**config.mk**
```make
export PLATFORM = sky130hd
export DESIGN_NAME = fubl_top
export DESIGN_NICKNAME = d
export VERILOG_FILES = /design/src/common/fubl_pkg.sv /design/src/verilog/fubl_field.sv /design/src/verilog/fubl_top.sv
export VERILOG_INCLUDE_DIRS = /design/src /design/src/common
export SDC_FILE = /design/constraint.sdc
export NUM_CORES = 1
export LEC_CHECK = 0
export BUFFER_PORTS_ARGS = -buffer_cell sky130_fd_sc_hd__buf_4
export CAP_MARGIN = 20
export CORE_AREA = 2 2 235 237
export DETAILED_ROUTE_END_ITERATION = 8
export DIE_AREA = 0 0 237 239
export HOLD_SLACK_MARGIN = 0.12
export PLACE_DENSITY_LB_ADDON = 0.3
export SLEW_MARGIN = 20
export SYNTH_ARGS = -nofsm -noshare
export SYNTH_HDL_FRONTEND = slang
export SYNTH_HIERARCHICAL = 1
export SYNTH_SLANG_ARGS = --single-unit
```
**constraint.sdc**
```tcl
create_clock -name i_sys_clk -period 4.68 [get_ports i_sys_clk]
set_clock_uncertainty 0.05 [all_clocks]
set_input_delay 0.702 -clock i_sys_clk [delete_from_list [all_inputs] [get_ports i_sys_clk]]
set_output_delay 0.702 -clock i_sys_clk [all_outputs]
set_load 0.01 [all_outputs]
```
**src/common/fubl_defines.svh**
```systemverilog
`ifndef FUBL_DEFINES_SVH
`define FUBL_DEFINES_SVH
// Operation
// - float operands need no address alignment
// - each float format decoder is optional
// - single: sign 15, exponent 14:7, bias 128
// - single fraction: bits 6:0 above 31:16
// - codes 1..255 give exponents -127..+127
// - zero exponent, clear sign: exact zero
// - zero exponent, set sign: reserved operand
// - reserved operand raises fault, no result
// - double adds 32 low fraction bits
// - double shares single exponent conventions
// - ext double: exponent 14:4, bias 1024
// - codes 1..2047 give exponents -1023..+1023
// - quad: exponent 14:0, bias 16384
// - codes 1..32767 give -16383..+16383
// - field sizes 0..32, base position size
// - position splits into byte offset, bit
// - signed field: bit S-1 sign extends
// - unsigned field: zero extend bits 0..S-1
// - size zero field always reads zero
// - fetch only the needed aligned longwords
// - register field position only 0..31
// - register field may continue into next
`define FUBL_SIGN_BIT    15
`define FUBL_F_EXP_HI    14
`define FUBL_F_EXP_LO    7
`define FUBL_G_EXP_LO    4
`define FUBL_F_BIAS      16'h0080
`define FUBL_G_BIAS      16'h0400
`define FUBL_H_BIAS      16'h4000
`define FUBL_EXP_W       16
`define FUBL_FRAC_W      113
`define FUBL_F_PAD       89
`define FUBL_D_PAD       57
`define FUBL_G_PAD       60
`define FUBL_FLD_MAX     6'h20
`define FUBL_REG_POS_MAX 32'h0000001f
`define FUBL_LW_STEP     32'h00000004
`endif

```
**src/common/fubl_pkg.sv**
```systemverilog
package fubl_pkg;

   typedef enum logic [1:0] {
      FUBL_FMT_SINGLE,
      FUBL_FMT_DOUBLE,
      FUBL_FMT_EXT_DOUBLE,
      FUBL_FMT_QUAD
   } fubl_fmt_t;

   typedef enum logic [2:0] {
      FUBL_ST_IDLE,
      FUBL_ST_RD0,
      FUBL_ST_RD1,
      FUBL_ST_EXT
   } fubl_state_t;

endpackage

```
**src/verilog/fubl_field.sv**
```systemverilog
`include "fubl_defines.svh"

module fubl_field (
   input  wire logic [63:0] i_window,
   input  wire logic [5:0]  i_off,
   input  wire logic [5:0]  i_size,
   input  wire logic        i_signed,
   output logic      [31:0] o_value
);

   logic [63:0] shifted;
   logic [31:0] raw;
   logic [31:0] mask;
   logic [4:0]  sign_idx;
   logic        sgn;

   always_comb begin
      shifted  = i_window >> i_off;
      raw      = shifted[31:0];
      sign_idx = i_size[4:0] - 5'h01;
      if (i_size == 6'h00) begin
         mask = 32'h00000000;
         sgn  = 1'b0;
      end else begin
         mask = 32'hffffffff >> (6'h20 - i_size);
         sgn  = i_signed & raw[sign_idx];
      end
      o_value = (raw & mask) | (sgn ? ~mask : 32'h00000000);
   end

endmodule

```
**src/verilog/fubl_top.sv**
```systemverilog
`include "fubl_defines.svh"

module fubl_top #(
   parameter bit P_HAS_SINGLE     = 1'b1,
   parameter bit P_HAS_DOUBLE     = 1'b1,
   parameter bit P_HAS_EXT_DOUBLE = 1'b1,
   parameter bit P_HAS_QUAD       = 1'b1
) (
   input  wire logic                    i_sys_clk,
   input  wire logic                    i_sys_rst,
   input  wire logic                    i_fp_valid,
   input  wire fubl_pkg::fubl_fmt_t     i_fp_fmt,
   input  wire logic [31:0]             i_fp_addr,
   input  wire logic [127:0]            i_fp_data,
   output logic                         o_fp_valid,
   output logic      [31:0]             o_fp_addr,
   output logic                         o_fp_sign,
   output logic      [`FUBL_EXP_W-1:0]  o_fp_exp,
   output logic      [`FUBL_FRAC_W-1:0] o_fp_frac,
   output logic                         o_fp_zero,
   output logic                         o_fp_rsvd,
   output logic                         o_fp_unsup,
   output logic                         o_fp_fault,
   input  wire logic                    i_fld_start,
   input  wire logic                    i_fld_in_reg,
   input  wire logic                    i_fld_signed,
   input  wire logic [31:0]             i_fld_base,
   input  wire logic [31:0]             i_fld_pos,
   input  wire logic [5:0]              i_fld_size,
   input  wire logic [31:0]             i_fld_reg_lo,
   input  wire logic [31:0]             i_fld_reg_hi,
   output logic                         o_mem_rd,
   output logic      [31:0]             o_mem_addr,
   input  wire logic                    i_mem_ack,
   input  wire logic [31:0]             i_mem_rdata,
   output logic                         o_fld_busy,
   output logic                         o_fld_done,
   output logic      [31:0]             o_fld_value,
   output logic                         o_fld_fault,
   output logic      [31:0]             o_fld_byte_addr,
   output logic      [2:0]              o_fld_bit_off
);

   // ---- floating operand unpack
   logic                    sign_d;
   logic                    ezero_d;
   logic                    enabled_d;
   logic [`FUBL_EXP_W-1:0]  exp_d;
   logic [`FUBL_FRAC_W-1:0] frac_d;
   logic                    zero_d;
   logic                    rsvd_d;

   always_comb begin
      sign_d    = i_fp_data[`FUBL_SIGN_BIT];
      ezero_d   = 1'b1;
      enabled_d = 1'b0;
      exp_d     = '0;
      frac_d    = '0;
      case (i_fp_fmt)
         fubl_pkg::FUBL_FMT_SINGLE: begin
            enabled_d = P_HAS_SINGLE;
            ezero_d   = (i_fp_data[14:7] == 8'h00);
            exp_d     = {8'h00, i_fp_data[14:7]} - `FUBL_F_BIAS;
            frac_d    = {1'b1, i_fp_data[6:0],
                         i_fp_data[31:16],
                         {`FUBL_F_PAD{1'b0}}};
         end
         fubl_pkg::FUBL_FMT_DOUBLE: begin
            enabled_d = P_HAS_DOUBLE;
            ezero_d   = (i_fp_data[14:7] == 8'h00);
            exp_d     = {8'h00, i_fp_data[14:7]} - `FUBL_F_BIAS;
            frac_d    = {1'b1, i_fp_data[6:0], i_fp_data[31:16],
                         i_fp_data[47:32],
                         i_fp_data[63:48],
                         {`FUBL_D_PAD{1'b0}}};
         end
         fubl_pkg::FUBL_FMT_EXT_DOUBLE: begin
            enabled_d = P_HAS_EXT_DOUBLE;
            ezero_d   = (i_fp_data[14:4] == 11'h000);
            exp_d     = {5'h00, i_fp_data[14:4]} - `FUBL_G_BIAS;
            frac_d    = {1'b1, i_fp_data[3:0],
                         i_fp_data[31:16], i_fp_data[47:32],
                         i_fp_data[63:48],
                         {`FUBL_G_PAD{1'b0}}};
         end
         fubl_pkg::FUBL_FMT_QUAD: begin
            enabled_d = P_HAS_QUAD;
            ezero_d   = (i_fp_data[14:0] == 15'h0000);
            exp_d     = {1'b0, i_fp_data[14:0]} - `FUBL_H_BIAS;
            frac_d    = {1'b1, i_fp_data[31:16],
                         i_fp_data[47:32], i_fp_data[63:48],
                         i_fp_data[79:64], i_fp_data[95:80],
                         i_fp_data[111:96], i_fp_data[127:112]};
         end
         default: begin
            enabled_d = 1'b0;
         end
      endcase
      zero_d = ezero_d & ~sign_d;
      rsvd_d = ezero_d & sign_d;
      // zero and reserved carry no magnitude downstream
      if (ezero_d || !enabled_d) begin
         exp_d  = '0;
         frac_d = '0;
      end
   end

   always_ff @(posedge i_sys_clk) begin
      if (i_sys_rst) begin
         o_fp_valid <= 1'b0;
      end else begin
         o_fp_valid <= i_fp_valid;
      end
   end

   // address only travels along; any byte address is legal
   always_ff @(posedge i_sys_clk) begin
      if (i_sys_rst) begin
         o_fp_addr <= 32'h00000000;
      end else if (i_fp_valid) begin
         o_fp_addr <= i_fp_addr;
      end
   end

   always_ff @(posedge i_sys_clk) begin
      if (i_sys_rst) begin
         o_fp_sign <= 1'b0;
         o_fp_exp  <= '0;
         o_fp_frac <= '0;
      end else if (i_fp_valid) begin
         o_fp_sign <= sign_d;
         o_fp_exp  <= exp_d;
         o_fp_frac <= frac_d;
      end
   end

   always_ff @(posedge i_sys_clk) begin
      if (i_sys_rst) begin
         o_fp_zero  <= 1'b0;
         o_fp_rsvd  <= 1'b0;
         o_fp_unsup <= 1'b0;
      end else if (i_fp_valid) begin
         o_fp_zero  <= zero_d & enabled_d;
         o_fp_rsvd  <= rsvd_d & enabled_d;
         o_fp_unsup <= ~enabled_d;
      end
   end

   // one-cycle pulse; an omitted format faults the same way
   always_ff @(posedge i_sys_clk) begin
      if (i_sys_rst) begin
         o_fp_fault <= 1'b0;
      end else begin
         o_fp_fault <= i_fp_valid & (rsvd_d | ~enabled_d);
      end
   end

   // ---- variable-length bit field
   fubl_pkg::fubl_state_t state_q;
   fubl_pkg::fubl_state_t state_d;
   logic [31:0] byte_off;
   logic [31:0] start_addr;
   logic [31:0] lw_addr;
   logic [5:0]  mem_off;
   logic [6:0]  end_bit;
   logic        two_lw;
   logic        size_bad;
   logic        pos_bad;
   logic [63:0] window_q;
   logic [5:0]  off_q;
   logic [5:0]  size_q;
   logic        signed_q;
   logic        two_q;
   logic        fault_q;
   logic [31:0] ext_value;

   always_comb begin
      byte_off   = {{3{i_fld_pos[31]}}, i_fld_pos[31:3]};
      start_addr = i_fld_base + byte_off;
      lw_addr    = {start_addr[31:2], 2'b00};
      mem_off    = {1'b0, start_addr[1:0], i_fld_pos[2:0]};
      end_bit    = {1'b0, mem_off} + {1'b0, i_fld_size};
      two_lw     = (end_bit > 7'h20);
      size_bad   = (i_fld_size > `FUBL_FLD_MAX);
      pos_bad    = (i_fld_pos > `FUBL_REG_POS_MAX);
   end

   always_comb begin
      state_d = state_q;
      case (state_q)
         fubl_pkg::FUBL_ST_IDLE: begin
            if (i_fld_start) begin
               if (size_bad || (i_fld_in_reg && pos_bad)) begin
                  state_d = fubl_pkg::FUBL_ST_EXT;
               end else if (i_fld_in_reg) begin
                  state_d = fubl_pkg::FUBL_ST_EXT;
               end else if (i_fld_size == 6'h00) begin
                  // no memory reference for an empty field
                  state_d = fubl_pkg::FUBL_ST_EXT;
               end else begin
                  state_d = fubl_pkg::FUBL_ST_RD0;
               end
            end
         end
         fubl_pkg::FUBL_ST_RD0: begin
            if (i_mem_ack) begin
               state_d = two_q ? fubl_pkg::FUBL_ST_RD1
                               : fubl_pkg::FUBL_ST_EXT;
            end
         end
         fubl_pkg::FUBL_ST_RD1: begin
            if (i_mem_ack) begin
               state_d = fubl_pkg::FUBL_ST_EXT;
            end
         end
         fubl_pkg::FUBL_ST_EXT: begin
            state_d = fubl_pkg::FUBL_ST_IDLE;
         end
         default: begin
            state_d = fubl_pkg::FUBL_ST_IDLE;
         end
      endcase
   end

   always_ff @(posedge i_sys_clk) begin
      if (i_sys_rst) begin
         state_q <= fubl_pkg::FUBL_ST_IDLE;
      end else begin
         state_q <= state_d;
      end
   end

   // request captured once; inputs may change while busy
   always_ff @(posedge i_sys_clk) begin
      if (i_sys_rst) begin
         off_q    <= 6'h00;
         size_q   <= 6'h00;
         signed_q <= 1'b0;
         two_q    <= 1'b0;
         fault_q  <= 1'b0;
      end else if (state_q == fubl_pkg::FUBL_ST_IDLE && i_fld_start) begin
         off_q    <= i_fld_in_reg ? {1'b0, i_fld_pos[4:0]} : mem_off;
         size_q   <= i_fld_size;
         signed_q <= i_fld_signed;
         two_q    <= two_lw;
         fault_q  <= size_bad | (i_fld_in_reg & pos_bad);
      end
   end

   always_ff @(posedge i_sys_clk) begin
      if (i_sys_rst) begin
         window_q <= 64'h0000000000000000;
      end else if (state_q == fubl_pkg::FUBL_ST_IDLE && i_fld_start) begin
         if (i_fld_in_reg) begin
            window_q <= {i_fld_reg_hi, i_fld_reg_lo};
         end else begin
            window_q <= 64'h0000000000000000;
         end
      end else if (i_mem_ack && state_q == fubl_pkg::FUBL_ST_RD0) begin
         window_q[31:0] <= i_mem_rdata;
      end else if (i_mem_ack && state_q == fubl_pkg::FUBL_ST_RD1) begin
         window_q[63:32] <= i_mem_rdata;
      end
   end

   always_ff @(posedge i_sys_clk) begin
      if (i_sys_rst) begin
         o_mem_rd <= 1'b0;
      end else begin
         o_mem_rd <= (state_d == fubl_pkg::FUBL_ST_RD0) ||
                     (state_d == fubl_pkg::FUBL_ST_RD1);
      end
   end

   always_ff @(posedge i_sys_clk) begin
      if (i_sys_rst) begin
         o_mem_addr <= 32'h00000000;
      end else if (state_q == fubl_pkg::FUBL_ST_IDLE && i_fld_start) begin
         o_mem_addr <= lw_addr;
      end else if (i_mem_ack && state_q == fubl_pkg::FUBL_ST_RD0) begin
         o_mem_addr <= o_mem_addr + `FUBL_LW_STEP;
      end
   end

   always_ff @(posedge i_sys_clk) begin
      if (i_sys_rst) begin
         o_fld_byte_addr <= 32'h00000000;
         o_fld_bit_off   <= 3'h0;
      end else if (state_q == fubl_pkg::FUBL_ST_IDLE && i_fld_start) begin
         o_fld_byte_addr <= start_addr;
         o_fld_bit_off   <= i_fld_pos[2:0];
      end
   end

   fubl_field u_field (
      .i_window (window_q),
      .i_off    (off_q),
      .i_size   (size_q),
      .i_signed (signed_q),
      .o_value  (ext_value)
   );

   always_ff @(posedge i_sys_clk) begin
      if (i_sys_rst) begin
         o_fld_busy <= 1'b0;
      end else begin
         o_fld_busy <= (state_d != fubl_pkg::FUBL_ST_IDLE);
      end
   end

   // faulted field yields zero rather than a partial value
   always_ff @(posedge i_sys_clk) begin
      if (i_sys_rst) begin
         o_fld_done  <= 1'b0;
         o_fld_fault <= 1'b0;
         o_fld_value <= 32'h00000000;
      end else if (state_q == fubl_pkg::FUBL_ST_EXT) begin
         o_fld_done  <= 1'b1;
         o_fld_fault <= fault_q;
         o_fld_value <= fault_q ? 32'h00000000 : ext_value;
      end else begin
         o_fld_done  <= 1'b0;
         o_fld_fault <= 1'b0;
      end
   end

endmodule

```
==> results.md <==
- Clock root cell: clkbuf_16
- Fraction of registers with async set/reset: 0%
- Logic pwr share: 26.6%
- Synthesis-to-finish area growth: 28.6%
- Post-CTS Setup Repair Bufs: 0
- Top cells by area, synth: dfxtp_1 (30%), mux4_2 (9.3%), mux2i_1 (9.0%)
- Post-synthesis simple-gate area fraction: about 16%
- Number of buffers created by CTS: 41
- Yosys top cell by area: dfxtp_1
- Peak supply drop: between 200 and 300 uV
- Worst setup EP type: flop
- DR vias: between 20k and 25k
- Fillers: 5085
- Final period util: 89.6%
- DP Area: between 20000 and 30000 sq um
- DR pass1 iterations: 6
- # setup viols final: 0
- Largest family of logic cells by synthesized area: compound AO/OA/AOI/OAI gates
- Syn_area_per_cell: about 8.6 sq um
- Outcome: finished clean
- Die Y: 239 microns
- Compound-Gate Fraction of Synth Area: 22.7%
- Vias/cell: ~6.4
- Leakage power: roughly 12 nW
- Die ar.: between 50000 and 60000 sq um
- Clock power share: 36.8%
- Netlist cell types: 92
- P_int: between 6 and 7 mW
- Synthesized instance count: 2646
- Global route overflow: 0
- Cell Pwr Density: 313 nW/um^2
- FF+latch count, synth: 345
- Clock-pin slew on the worst setup and hold paths: 0.06 ns
- Worst path bufs/invs: 2
- Fin nets: 3505
- Peak Freq: 0.239 GHz
- Fin area: 29200 sq um
- CP Class: reg2reg
- I/O Buffers: about 600
- GRT Resource Usage Total: 39.1%
- Slowest CP cell: dfxtp_4
- # DRC: 0
- Mux contribution to synthesized area: 20.8%
- Critical path launch point type: flop
- Die X-Extent: about 240 microns
- Clk sinks: approximately 350
- Vias in the first global route: 23.6k
- Peak per-stage delay on the critical path: 0.73 ns
- Cts hold-fix bufs: 0
- Critical Path AT: ~4.6 ns
- Largest net degree at the start of global routing: ~170
- Initial Utilization: 41.8%
- H-tree levels: 2
- Initial antenna violation count: 11
- Final Hold Vio Count: 0
- Worst Path Max Fanout: 34
- FP Rows: 86
- Sw Share: 33.5%
- Slew HR: just under 6%
- Longest Clk Path Bufs: 3
- Req. time, crit path: between 5 and 6 ns
- Tightest Pin Transition: 1.41 ns
- PostCTS Resize Cnt: 0
- XOR/XNOR Fraction of Synth Area: 2.35%
- Adder-cell share of the synthesized area: around 2.4%
- Psw: 3.06 mW
- CTS tree: done
- First-pass GRT wire length: 164000 microns
- Post-route minimum period: 4.19 ns
- Yosys warnings: 6
- Mapped Area: 22700 sq um
- Wire per inst: 29.7 microns
- Count of final max-slew check failures: 0
- Top cell type's share of synthesized area: 30.4%
- Worst-Skew Late Latency: 0.60 ns
- DR iter-0 viols: 2747
- Sequential share of the synthesized area: 30.4%
- Flop pwr share: 36.7%
- Final TNS setup: 0 ns
- I/O pin total: a little over 600
- Placer Congestion: about 1.1
- HPWL after detailed placement: ~90000 microns
- RSZ-0062 raised after global routing: no
- DRT Wirelength: about 120000 microns
- CP delay by family, top: compound AO/OA/AOI/OAI gates
- Max_cap viols: 0
- Core footprint: approximately 54000 sq um
- Ys flop type: dfxtp_1
- Remaining antenna violation count: 0
- Crit-path cells: buf_4 -> mux4_2 -> mux4_2 -> nor3_1 -> a311oi_1 -> o31ai_1 -> o21a_1 -> a31oi_1 -> o31ai_2 -> buf_4 -> o21ai_0 -> a22o_1
- Number of synthesized flops with an enable pin: 0
- Share of cells above drive strength 1: 29.9%
- Hold Path Class: in2reg
## routing by layer
layer | vias to the layer above | GRT usage, % | wire length (microns)
li1 | 10900 | - | -
met4 | 0 | 23.9 | 8070
met5 | - | 0 | 0
met1 | 12100 | 46.4 | 42300
met3 | 339 | 9.47 | 11200
met2 | 1418 | 64.0 | 53600
## cell usage in the layout (no fill, tap or decap), types with 10 or more instances in the layout
| cell type | count |
|---|---|
| a21o_1 | 11 |
| xor2_1 | 28 |
| nand2b_1 | 14 |
| ha_1 | 41 |
| mux4_2 | 94 |
| nor3_1 | 33 |
| a22o_1 | 62 |
| a31oi_1 | 13 |
| and2_1 | 14 |
| diode_2 | 11 |
| nor4_1 | 12 |
| a22oi_1 | 69 |
| inv_1 | 23 |
| a221oi_1 | 10 |
| a211oi_1 | 60 |
| nand3_1 | 104 |
| nor2_1 | 252 |
| or3_1 | 12 |
| nor2b_1 | 20 |
| dfxtp_1 | 341 |
| clkbuf_16 | 42 |
| nand2_1 | 292 |
| o31ai_1 | 12 |
| o2111ai_1 | 23 |
| a311oi_1 | 37 |
| o211ai_1 | 16 |
| o22ai_1 | 14 |
| o21ai_0 | 56 |
| mux2_2 | 51 |
| mux2i_1 | 204 |
| and3_1 | 12 |
| buf_4 | 672 |
| o21a_1 | 13 |
| nand4_1 | 15 |
| xnor2_1 | 33 |
| a21oi_1 | 260 |
## registers in the layout, indices dropped and copies added (netlist names), 2 cells and up
signal           flops
state_q              3
o_mem_addr          30
window_q            64
o_fld_value         32
o_fp_addr           32
o_fp_exp            16
size_q               6
off_q                3
o_fld_bit_off        2
o_fp_frac          113
o_fld_byte_addr     32
## synthesized netlist by cell type, types with 10 or more instances
master and n:
dfxtp_1 345, nand2_1 292, a21oi_1 260, nor2_1 255, mux2i_1 204, clkbuf_1 176, nand3_1 105, mux4_2 94
a22oi_1 69, a22o_1 62, a211oi_1 61, o21ai_0 56, mux2_2 51, ha_1 41, a311oi_1 37, nor3_1 34
xnor2_1 33, xor2_1 28, buf_1 27, inv_1 24, o2111ai_1 23, buf_2 22, nor2b_1 20, o211ai_1 16
nand4_1 15, and2_1 14, nand2b_1 14, o22ai_1 14, a31oi_1 13, nor4_1 13, o21a_1 13, or3_1 13
and3_1 12, o31ai_1 12, a21o_1 11, buf_6 11, a221oi_1 10, buf_4 10
## tightest hold or removal path, cell delays in order
cell,delay [ns]
buf_4,0.08
a22oi_1,0.05
nor2_1,0.07
## power by group through the flow
stage | sequential [mW] | clock [mW] | combinational [mW]
floorplan | 3.33 | 0 | 1.32
global placement | 3.39 | 0 | 2.34
detailed placement | 3.39 | 0 | 2.35
CTS | 3.33 | 3.40 | 2.36
global route | 3.35 | 3.51 | 2.56
finish | 3.35 | 3.36 | 2.43
## area by class of cell
| type | instances | area [sq um] | area share [%] |
|---|---|---|---|
| clock buffer | 55 | 1180 | 4.04 |
| sequential | 345 | 6910 | 23.7 |
| antenna | 11 | 27.5 | 0.0942 |
| tap | 704 | 881 | 3.01 |
| clock inverter | 19 | 214 | 0.732 |
| multi-input combinational | 2032 | 14700 | 50.3 |
| inverter | 27 | 104 | 0.355 |
| timing repair buffer | 680 | 5200 | 17.8 |
## path summary, 6_finish.rpt
check | startpoint | end | slack [ns] | depth (start not counted)
worst min-delay path | i_fp_data[90] | o_fp_frac[42] | 0.29 | 3
worst max register to register | o_fld_bit_off[0] | o_fld_value[2] | 0.49 | 12
worst max-delay path | o_fld_bit_off[0] | o_fld_value[2] | 0.49 | 12
worst min register to register | o_fld_byte_addr[21] | o_fld_byte_addr[21] | 0.41 | 2
## cells by family after synthesis
logic type | count (synthesis)
AO/OA/AOI/OAI | 752
XOR/XNOR | 61
adder cells (fa/ha/maj) | 43
buffers and inverters | 274
flip-flops | 345
multiplexers | 349
other | 1
AND/OR/NAND/NOR | 821
## metrics by stage
stage	instances	power (mW)	setup WS (ns)	hold slack, ns	utilization, %
floorplan	2651	4.65	1.16	0.370	-
global placement	3788	5.74	0.528	0.395	51.1
detailed placement	3788	5.75	0.483	0.397	51.2
CTS	3862	9.10	0.475	0.257	53.7
global route	3872	9.42	0.237	0.299	53.8
finish	3873	9.13	0.488	0.289	53.8
Power figures use the tool's default switching activity.
